File: config.mk
export PLATFORM = sky130hd
export DESIGN_NAME = external_output_inhibit_pin
export DESIGN_NICKNAME = d
export VERILOG_FILES = /design/src/pkg/inhibit_pin_pkg.sv /design/src/rtl/external_output_inhibit_pin.sv
export SDC_FILE = /design/constraint.sdc
export NUM_CORES = 1
export LEC_CHECK = 0
export ABC_CLOCK_PERIOD_IN_PS = 7400
export BUFFER_PORTS_ARGS = -buffer_cell sky130_fd_sc_hd__buf_2
export CORE_ASPECT_RATIO = 0.6
export CORE_UTILIZATION = 40
export CTS_BUF_LIST = sky130_fd_sc_hd__clkbuf_8
export CTS_CLUSTER_DIAMETER = 40
export DETAILED_ROUTE_END_ITERATION = 10
export GPL_ROUTABILITY_DRIVEN = 1
export PLACE_DENSITY = 0.7
export SLEW_MARGIN = 40
export SYNTH_ARGS = -nofsm -noshare
export SYNTH_HDL_FRONTEND = slang
export SYNTH_SLANG_ARGS = --single-unit
export TNS_END_PERCENT = 10
File: constraint.sdc
create_clock -name i_clk -period 7.4 [get_ports i_clk]
set_input_delay 1.48 -clock i_clk [delete_from_list [all_inputs] [get_ports i_clk]]
set_output_delay 1.48 -clock i_clk [all_outputs]
set_load 0.05 [all_outputs]
File: src/pkg/inhibit_pin_pkg.sv
// Purpose: Shared constants and types for the rear inhibit pin block
// Assumes: 10 MHz system clock
// Notes:   State travels as one packed struct
package inhibit_pin_pkg;

  localparam int unsigned CLK_HZ         = 10_000_000;
  localparam int unsigned PWM_WIDTH      = 16;
  localparam logic        OUT_ON_RESET   = 1'b0;
  localparam logic        PROT_ON_RESET  = 1'b0;
  localparam logic [1:0]  SYNC_RESET     = 2'b11;
  localparam logic [PWM_WIDTH-1:0] PWM_CNT_RESET = 16'h0000;

  typedef enum logic [1:0] {
    PIN_IN_LIVING,
    PIN_IN_LATCH,
    PIN_OUT_LEVEL,
    PIN_OUT_PWM
  } pin_mode_e;

  typedef struct packed {
    pin_mode_e             mode;
    logic                  invert;
    logic                  out_level_true;
    logic [PWM_WIDTH-1:0]  pwm_period;
    logic [PWM_WIDTH-1:0]  pwm_high;
  } pin_cfg_s;

  typedef struct packed {
    logic                  output_on;
    logic                  protection;
    logic [1:0]            sync;
    logic                  pin_prev;
    logic [PWM_WIDTH-1:0]  pwm_cnt;
    logic                  drive_level;
    logic                  drive_en;
  } pin_state_s;

endpackage

File: src/rtl/external_output_inhibit_pin.sv
// Purpose: Control logic behind the configurable inhibit pin
// Assumes: Pin level arrives asynchronously; pull-up makes an open pin read high
// Notes:   Pin is three signals; the bench resolves the wire
// Operation
// Living low pin zeroes output, keeps on
// Living pin high restores output automatically
// Open pin reads high, no effect in normal polarity
// Invert makes high the inhibiting level
// Living inhibit shows indication, output prohibited
// Latch pulse while on clears on state
// No automatic re-enable after latched inhibit
// Latch sets protection; switch-on after clear
// Latch mode open pin leaves output alone
// Output true drives low, inverted high
// Output pin carries configurable PWM wave
// Two-stage synchroniser before pin detection
`timescale 1ns/10ps
`default_nettype none
module external_output_inhibit_pin
(
  input  wire logic                      i_clk,
  input  wire logic                      i_reset_n,
  input  wire inhibit_pin_pkg::pin_cfg_s i_cfg,
  input  wire logic                      i_pin,
  input  wire logic                      i_switch_on,
  input  wire logic                      i_switch_off,
  input  wire logic                      i_protection_clear,
  output logic                           o_pin,
  output logic                           o_pin_oe,
  output logic                           o_output_on,
  output logic                           o_output_enable,
  output logic                           o_inhibit_indication,
  output logic                           o_latched_inhibit_protection_indication
);
  import inhibit_pin_pkg::*;

  pin_state_s state;
  pin_state_s next_state;
  logic       pin_active;
  logic       pin_input_mode;
  logic       latch_edge;
  logic       living_inhibit;

  always_comb begin
    next_state = state;
    // Synchroniser and edge detect
    next_state.sync = {state.sync[0], i_pin};
    next_state.pin_prev = state.sync[1];
    pin_input_mode = (i_cfg.mode == PIN_IN_LIVING) || (i_cfg.mode == PIN_IN_LATCH);
    pin_active = state.sync[1] ^ ~i_cfg.invert;
    latch_edge = (i_cfg.mode == PIN_IN_LATCH) && pin_active
                 && ((state.pin_prev ^ ~i_cfg.invert) == 1'b0);
    living_inhibit = (i_cfg.mode == PIN_IN_LIVING) && pin_active;

    // Operator commands and latched inhibit
    if (i_switch_off) begin
      next_state.output_on = 1'b0;
    end else if (i_switch_on && !state.protection && !latch_edge) begin
      next_state.output_on = 1'b1;
    end
    if (latch_edge && state.output_on) begin
      next_state.output_on = 1'b0;
      next_state.protection = 1'b1;
    end else if (i_protection_clear) begin
      next_state.protection = 1'b0;
    end

    // PWM period counter
    if (state.pwm_cnt + 16'h0001 >= i_cfg.pwm_period) begin
      next_state.pwm_cnt = PWM_CNT_RESET;
    end else begin
      next_state.pwm_cnt = state.pwm_cnt + 16'h0001;
    end

    // Pin drive
    unique case (i_cfg.mode)
      PIN_OUT_LEVEL: next_state.drive_level = i_cfg.out_level_true ^ ~i_cfg.invert;
      PIN_OUT_PWM:   next_state.drive_level = (state.pwm_cnt < i_cfg.pwm_high) ^ i_cfg.invert;
      PIN_IN_LIVING,
      PIN_IN_LATCH:  next_state.drive_level = 1'b1;
    endcase
    next_state.drive_en = !pin_input_mode;
  end

  always_ff @(posedge i_clk or negedge i_reset_n) begin
    if (!i_reset_n) begin
      state.output_on   <= OUT_ON_RESET;
      state.protection  <= PROT_ON_RESET;
      state.sync        <= SYNC_RESET;
      state.pin_prev    <= 1'b1;
      state.pwm_cnt     <= PWM_CNT_RESET;
      state.drive_level <= 1'b1;
      state.drive_en    <= 1'b0;
    end else begin
      state <= next_state;
    end
  end

  assign o_pin = state.drive_level;
  assign o_pin_oe = state.drive_en;
  assign o_output_on = state.output_on;
  assign o_output_enable = state.output_on && !living_inhibit;
  assign o_inhibit_indication = living_inhibit;
  assign o_latched_inhibit_protection_indication = state.protection;

  // Living inhibit
  AST_LIVING_ZERO: assert property (@(posedge i_clk) disable iff (!i_reset_n)
    (i_cfg.mode == PIN_IN_LIVING && $past(i_pin, 2) == i_cfg.invert) |-> !o_output_enable)
    else $error("output enabled while living inhibit active");

  AST_LIVING_KEEP_ON: assert property (@(posedge i_clk) disable iff (!i_reset_n)
    (living_inhibit && o_output_on && !i_switch_off && !latch_edge) |=> o_output_on)
    else $error("on state lost during living inhibit");

  AST_LIVING_RESTORE: assert property (@(posedge i_clk) disable iff (!i_reset_n)
    (i_cfg.mode == PIN_IN_LIVING && $past(i_pin, 2) != i_cfg.invert && o_output_on) |-> o_output_enable)
    else $error("output not restored after release");

  AST_OPEN_PIN: assert property (@(posedge i_clk) disable iff (!i_reset_n)
    (i_cfg.mode == PIN_IN_LIVING && !i_cfg.invert && state.sync[1]) |-> !o_inhibit_indication)
    else $error("high pin inhibited in normal polarity");

  AST_INVERT: assert property (@(posedge i_clk) disable iff (!i_reset_n)
    (i_cfg.mode == PIN_IN_LIVING && i_cfg.invert && state.sync[1]) |-> o_inhibit_indication)
    else $error("inverted high pin did not inhibit");

  AST_INHIBIT_IND: assert property (@(posedge i_clk) disable iff (!i_reset_n)
    (i_cfg.mode == PIN_IN_LIVING && $past(i_pin, 2) == i_cfg.invert) |-> o_inhibit_indication)
    else $error("inhibit indication missing");

  AST_LIVING_IND_CLEAR: assert property (@(posedge i_clk) disable iff (!i_reset_n)
    (i_cfg.mode == PIN_IN_LIVING && $past(i_pin, 2) != i_cfg.invert) |-> !o_inhibit_indication)
    else $error("inhibit indication kept after release");

  AST_NO_IND_LATCH: assert property (@(posedge i_clk) disable iff (!i_reset_n)
    (i_cfg.mode != PIN_IN_LIVING) |-> !o_inhibit_indication)
    else $error("inhibit indication outside living mode");

  AST_LIVING_NO_PROT: assert property (@(posedge i_clk) disable iff (!i_reset_n)
    (i_cfg.mode == PIN_IN_LIVING && !o_latched_inhibit_protection_indication)
    |=> !o_latched_inhibit_protection_indication)
    else $error("living inhibit set protection");

  AST_PIN_RELEASED: assert property (@(posedge i_clk) disable iff (!i_reset_n)
    (i_cfg.mode == PIN_IN_LIVING || i_cfg.mode == PIN_IN_LATCH) |=> !o_pin_oe)
    else $error("pin driven in input mode");

  // Latched inhibit and operator commands
  AST_LATCH_OFF: assert property (@(posedge i_clk) disable iff (!i_reset_n)
    (latch_edge && o_output_on) |=> (!o_output_on && o_latched_inhibit_protection_indication))
    else $error("latch pulse did not switch off");

  AST_LATCH_OPEN: assert property (@(posedge i_clk) disable iff (!i_reset_n)
    (i_cfg.mode == PIN_IN_LATCH && $past(i_pin, 2) != i_cfg.invert && !i_switch_on && !i_switch_off)
    |=> (o_output_on == $past(o_output_on)))
    else $error("idle pin changed output state");

  AST_NO_SELF_ON: assert property (@(posedge i_clk) disable iff (!i_reset_n)
    (!o_output_on && !i_switch_on) |=> !o_output_on)
    else $error("output came on without command");

  AST_PROT_BLOCKS: assert property (@(posedge i_clk) disable iff (!i_reset_n)
    (o_latched_inhibit_protection_indication && !o_output_on) |=> !o_output_on)
    else $error("switch-on accepted during protection");

  AST_PROT_HOLD: assert property (@(posedge i_clk) disable iff (!i_reset_n)
    (o_latched_inhibit_protection_indication && !i_protection_clear) |=> o_latched_inhibit_protection_indication)
    else $error("protection dropped without clear");

  AST_PROT_CLEAR: assert property (@(posedge i_clk) disable iff (!i_reset_n)
    (o_latched_inhibit_protection_indication && i_protection_clear && !o_output_on)
    |=> !o_latched_inhibit_protection_indication)
    else $error("protection not cleared");

  AST_PROT_SET_ONLY: assert property (@(posedge i_clk) disable iff (!i_reset_n)
    (!o_latched_inhibit_protection_indication && !o_output_on) |=> !o_latched_inhibit_protection_indication)
    else $error("protection set while output off");

  AST_SWITCH_ON: assert property (@(posedge i_clk) disable iff (!i_reset_n)
    (i_switch_on && !i_switch_off && !o_latched_inhibit_protection_indication && i_cfg.mode != PIN_IN_LATCH)
    |=> o_output_on)
    else $error("switch-on not accepted");

  AST_SWITCH_OFF: assert property (@(posedge i_clk) disable iff (!i_reset_n)
    i_switch_off |=> !o_output_on)
    else $error("switch-off not accepted");

  // Pin as output
  AST_LEVEL_OUT: assert property (@(posedge i_clk) disable iff (!i_reset_n)
    ($stable(i_cfg) && i_cfg.mode == PIN_OUT_LEVEL)
    |=> (o_pin_oe && o_pin == ($past(i_cfg.out_level_true) ^ ~$past(i_cfg.invert))))
    else $error("level output wrong");

  AST_PWM_RANGE: assert property (@(posedge i_clk) disable iff (!i_reset_n)
    (state.pwm_cnt < i_cfg.pwm_period) |=> (state.pwm_cnt < $past(i_cfg.pwm_period)))
    else $error("pwm counter left its period");

  AST_PWM_STEP: assert property (@(posedge i_clk) disable iff (!i_reset_n)
    (state.pwm_cnt + 16'h0001 < i_cfg.pwm_period) |=> (state.pwm_cnt == $past(state.pwm_cnt) + 16'h0001))
    else $error("pwm counter did not step");

  AST_PWM_ACTIVE: assert property (@(posedge i_clk) disable iff (!i_reset_n)
    (i_cfg.mode == PIN_OUT_PWM && state.pwm_cnt < i_cfg.pwm_high) |=> (o_pin_oe && o_pin == ~$past(i_cfg.invert)))
    else $error("pwm active phase wrong");

  AST_PWM_INACTIVE: assert property (@(posedge i_clk) disable iff (!i_reset_n)
    (i_cfg.mode == PIN_OUT_PWM && state.pwm_cnt >= i_cfg.pwm_high) |=> (o_pin_oe && o_pin == $past(i_cfg.invert)))
    else $error("pwm inactive phase wrong");

  // Synchroniser
  AST_SYNC: assert property (@(posedge i_clk) disable iff (!i_reset_n)
    1'b1 |=> ##1 (state.sync[1] == $past(i_pin, 2)))
    else $error("synchroniser depth wrong");

  AST_SYNC_PREV: assert property (@(posedge i_clk) disable iff (!i_reset_n)
    1'b1 |=> (state.pin_prev == $past(state.sync[1])))
    else $error("edge detect history wrong");

  // Main scenarios
  COV_LIVING: cover property (@(posedge i_clk) disable iff (!i_reset_n)
    o_output_on && o_inhibit_indication);
  COV_LATCH: cover property (@(posedge i_clk) disable iff (!i_reset_n)
    latch_edge && o_output_on);
  COV_PWM: cover property (@(posedge i_clk) disable iff (!i_reset_n)
    i_cfg.mode == PIN_OUT_PWM && $rose(o_pin));
  COV_LATCH_REFUSED: cover property (@(posedge i_clk) disable iff (!i_reset_n)
    o_latched_inhibit_protection_indication && i_switch_on);
  COV_INVERT_INHIBIT: cover property (@(posedge i_clk) disable iff (!i_reset_n)
    i_cfg.invert && o_inhibit_indication);
endmodule
`default_nettype wire

# --- Word-level counts from Yosys, hierarchy flattened ---
# Index checks and enable logic that the tools add are counted.
word_totals:
  register_bits: 23
  latchBits: 0
  mem_bits_rw: 0
  mem_bits_ro: 0
  in_bits: 42
  output_inout_bits: 6
  elab_cells: 42
  n_memories: 0
classes:
  addsub: 1
  mul: 0
  div_mod_pow: 0
  magnitude_cmp: 2
  eq_ne: 3
  shifts: 0
  mux: 7
  bitwise: 6
  reduce_logical: 16
ops:
  columns: ["operator", "count"]
  rows:
  - ["$add 16x1->16 const B", 1]
  - ["$ge 16x16->1", 1]
  - ["$lt 16x16->1", 1]
  - ["$mux 16", 1]
  - ["$logic_and 1x1->1", 7]
  - ["$mux 1", 5]
  - ["$eq 2x2->1 const B", 2]
  - ["$logic_not 1->1", 4]
  - ["$xor 1x1->1", 4]
  - ["$pmux 1 s3", 1]
  - ["$reduce_bool 3->1", 1]
  - ["$eq 2x1->1 const B", 1]
  - ["$logic_not 2->1", 1]
  - ["$not 1->1", 2]
  - ["$reduce_bool 2->1", 1]
  - ["$reduce_or 2->1", 1]
  - ["$logic_or 1x1->1", 1]

# --- Longest topological paths before layout ---
logic_depth:
  ltp_word: 9
  depth_mapped: 12
  ltp_nobuf: 11

# --- Worst setup path before layout ---
# No wires, ideal clock.
synth_timing:
  kind: "input port to output port"
  startpoint: "input port i_cfg[33] in the netlist's numbering"
  endpoint: "output port o_output_enable"
  arrival_ns: 3.294
  required_ns: 5.920
  setup_slack_ns: 2.626
  path_stages: 4
  n_path_buf: 0
  path_cell_list: "nor2_1 nor2b_1 nor3_1 nor2b_1"
synth_via:
  elab_chain_cells: 5
synth_lines:
  columns: ["item", "line_no", "text"]
  rows:
  - ["start: declaration", "external_output_inhibit_pin.sv:23", "input wire inhibit_pin_pkg::pin_cfg_s i_cfg,"]
  - ["$not 1->1", "external_output_inhibit_pin.sv:50", "pin_active = state.sync[1] ^ ~i_cfg.invert;"]
  - ["$xor 1x1->1", "external_output_inhibit_pin.sv:50", null]
  - ["$logic_and 1x1->1", "external_output_inhibit_pin.sv:53", "living_inhibit = (i_cfg.mode == PIN_IN_LIVING) && pin_active;"]
  - ["via o_inhibit_indication", "external_output_inhibit_pin.sv:32", "output logic o_inhibit_indication,"]
  - ["$logic_not 1->1", "external_output_inhibit_pin.sv:102", "assign o_output_enable = state.output_on && !living_inhibit;"]
  - ["$logic_and 1x1->1", "external_output_inhibit_pin.sv:102", null]
  - ["end: declaration", "external_output_inhibit_pin.sv:31", "output logic o_output_enable,"]
# The timed path passes the listed nets, and every way through them passes these cells.

# --- Worst setup path in the final report ---
layout_timing:
  startpoint: "input port i_cfg[33] in the netlist's numbering"
  endpoint: "output port o_inhibit_indication"
layout_via:
  elab_chain_cells: 3
layout_lines:
  columns: ["item", "line_no"]
  rows:
  - ["$not 1->1", "external_output_inhibit_pin.sv:50"]
  - ["$xor 1x1->1", "external_output_inhibit_pin.sv:50"]
  - ["$logic_and 1x1->1", "external_output_inhibit_pin.sv:53"]
  - ["end: declaration", "external_output_inhibit_pin.sv:32"]
# No other way between the ends.

==> flow_summary.toml <==
[global_route]
grt_overflow = 0
grt_first_pass_wirelength_um = 6200
grt_max_degree = 24
grt_antenna_before_repair = 0
first_global_vias = 1341
track_usage_pct = 17.3

[synthesis]
synth_edf_count = 0
syn_area_sq_mm = 0.00182
ys_top_cells_by_area = "dfrtp_1 26%, ha_1 22%, inv_1 6.8%"
yosys.area.top_type = "dfrtp_1"
yosysUniqueCellTypes = 35
syn_area_per_cell_sq_um = 9.38
synth_async_sr_flop_share_pct = 100
ys_ff_latch = 23
yosys_warnings = 0
synthFlopType = "dfrtp_1"
syn_nets = 268
syn-instance-count = 194
yosysSeqAreaShare_pct = 31.9
synth_top_area_share_pct = 26.1

[placement]
io_buffers = 47
gp_congestion = 0.721
place_ws_ps = 3650
post-dp-hpwl_um = 3130

[drt]
wl_per_cell_um = 12.4
ant_nets = 0
via_count = 1459
routed_wl_um = 3750
dr.pass1.iters = 4
route.detailed.drc = 0
vias_per_cell = 4.82
drtIter0Drc = 45

[sta]
period_minus_slack_ps = 3750
relSlewSlack_pct = 48.1
finalSetupViolations = 0
fin_crit_sh_pct = 50.7
tns_ps = 0
slew_violations = 0
worst_pin_slew_ps = 779
finalHoldViolCount = 0
setup_slack_ps = 3650
fin_skew_ps = 12.8
rsz0062_at_grt = "no"
fmax_mhz = 267

[power_and_ir_drop]
p_per_area_mw_per_mm2 = 179
ir_worst_vdd_mv = 0.0989
cellLeakagePower_nw = 1.24

[clocking]
clock_path_buffers = 2
path_clk_slew_ps = 80
clkSinkCount = 23
post_cts_resize_count = 0
clk_latency_ps = 270
cts_setup_buffers = 0
cts_inserted_buffers = 3
clockRootBuffer = "clkbuf_8"
htreeDepth = 1
postCtsHoldBufs = 0
cts_tree = "done"

[floorplanning]
die_h_um = 54.3
rows = 18
pin_count = 48
start_util_pct = 43.0
dieArea_sq_mm = 0.00483
die_x_um = 89.1
coreArea_sq_mm = 0.00423

[critical_path]
ff2ff_path_depth = 11
r2r_start = "state[2]"
start_kind = "input pin"
critical_path_class = "input pin to primary output"
worstPathRequired_ps = 5920
crit_arrival_ps = 2270
path_max_fanout = 6
end_kind = "primary output"
rr_endpoint = "state[16]"
rrSetupSlack_ps = 4160

[worst_hold_path]
holdPathStages = 0
worst_hold_path.endpoint = "next_state[18]"
hp-class = "flip-flop to flip-flop"
min-delay-start = "next_state[20]"

[final_layout]
nets = 318
layout-drive-gt1-share_pct = 24.7
nFillCells = 422
final_common_cell = "buf_2"
layout_common_cells = "47 x buf_2, 33 x inv_1, 32 x ha_1"
antenna_cells = 0
area_growth_syn_to_layout_pct = 19.2

[run]
drv_cap = 0

[outcome]
outcome = "finished, final reports clean"
-- layer usage --
layer / share of wire (%) / global-route usage [%] / wire [um]
met1: 54 / 25.7 / 2020
met2: 38 / 25.1 / 1420
met3: 7.2 / 4.22 / 271
met4: 0.99 / 4.76 / 37
met5: 0 / 0 / 0
-- power breakdown --
part | internal, mW | switching (mW) | total, mW
Combinational | 0.0649 | 0.0693 | 0.134
Clock | 0.0381 | 0.0433 | 0.0814
Sequential | 0.145 | 0.0278 | 0.173
-- sequential cells by signal, indices dropped and copies added (netlist names) --
register / flops
state: 17
next_state: 2
o_latched_inhibit_protection_indication: 1
o_output_on: 1
o_pin: 1
o_pin_oe: 1
-- critical path, cell delays in order --
cell and delay (ps):
buf_2 130, nor2_1 130, nor2b_1 60, nor3_1 170, buf_2 300
-- worst max path at each step --
stage,startpoint,end,cells past startpoint
global placement,i_cfg[33],o_inhibit_indication,5
finish,i_cfg[33],o_inhibit_indication,5
detailed placement,i_cfg[33],o_inhibit_indication,5
global route,i_cfg[33],o_inhibit_indication,5
CTS,i_cfg[33],o_inhibit_indication,5
floorplan,i_cfg[33],o_output_enable,4
-- cells in the mapped netlist, drive strengths merged, types with 2 or more instances --
master / count
a2111oi: 2
a211oi: 3
a21o: 7
a21oi: 3
a221oi: 3
and3: 5
and4: 4
dfrtp: 19
dfstp: 4
ha: 32
inv: 33
nand2: 8
nand2b: 2
nand3: 7
nand4: 5
nor2: 6
nor2b: 17
nor3: 4
o21a: 2
o21ai: 4
xnor2: 9
xor2: 5
-- through the flow --
stage / total power, mW / hold slack, ps / cell area (sq um) / cells / utilization, %
floorplan: 0.263 / 345 / 1820 / 194 / -
global placement: 0.303 / 354 / 2120 / 299 / 50.1
detailed placement: 0.309 / 352 / 2120 / 299 / 50.1
global route: 0.423 / 372 / 2170 / 303 / 51.3
CTS: 0.393 / 360 / 2170 / 303 / 51.3
finish: 0.388 / 359 / 2170 / 303 / 51.3
-- cells by family (layout without fill, tap and decap cells) --
group           after synthesis  after routing  synth area share (%)
flops                        23             23                  31.9
compound gates               30             30                  12.9
xor+xnor                     14             14                  6.74
buf+inv                      35             84                  7.28
simple gates                 60             60                  19.2
fa+ha+maj                    32             32                  22.0
-- area by class of cell --
class                   count  area, sq um  share of cell area, %
clock inverters             1         7.51                  0.346
well taps                  60         75.1                   3.46
clock buffers               3         41.3                   1.90
repair buffers             47          235                   10.8
inverters                  33          124                   5.71
flip-flops and latches     23          581                   26.7
multi-input cells         136         1110                   51.0
Power figures use the tool's default switching activity.
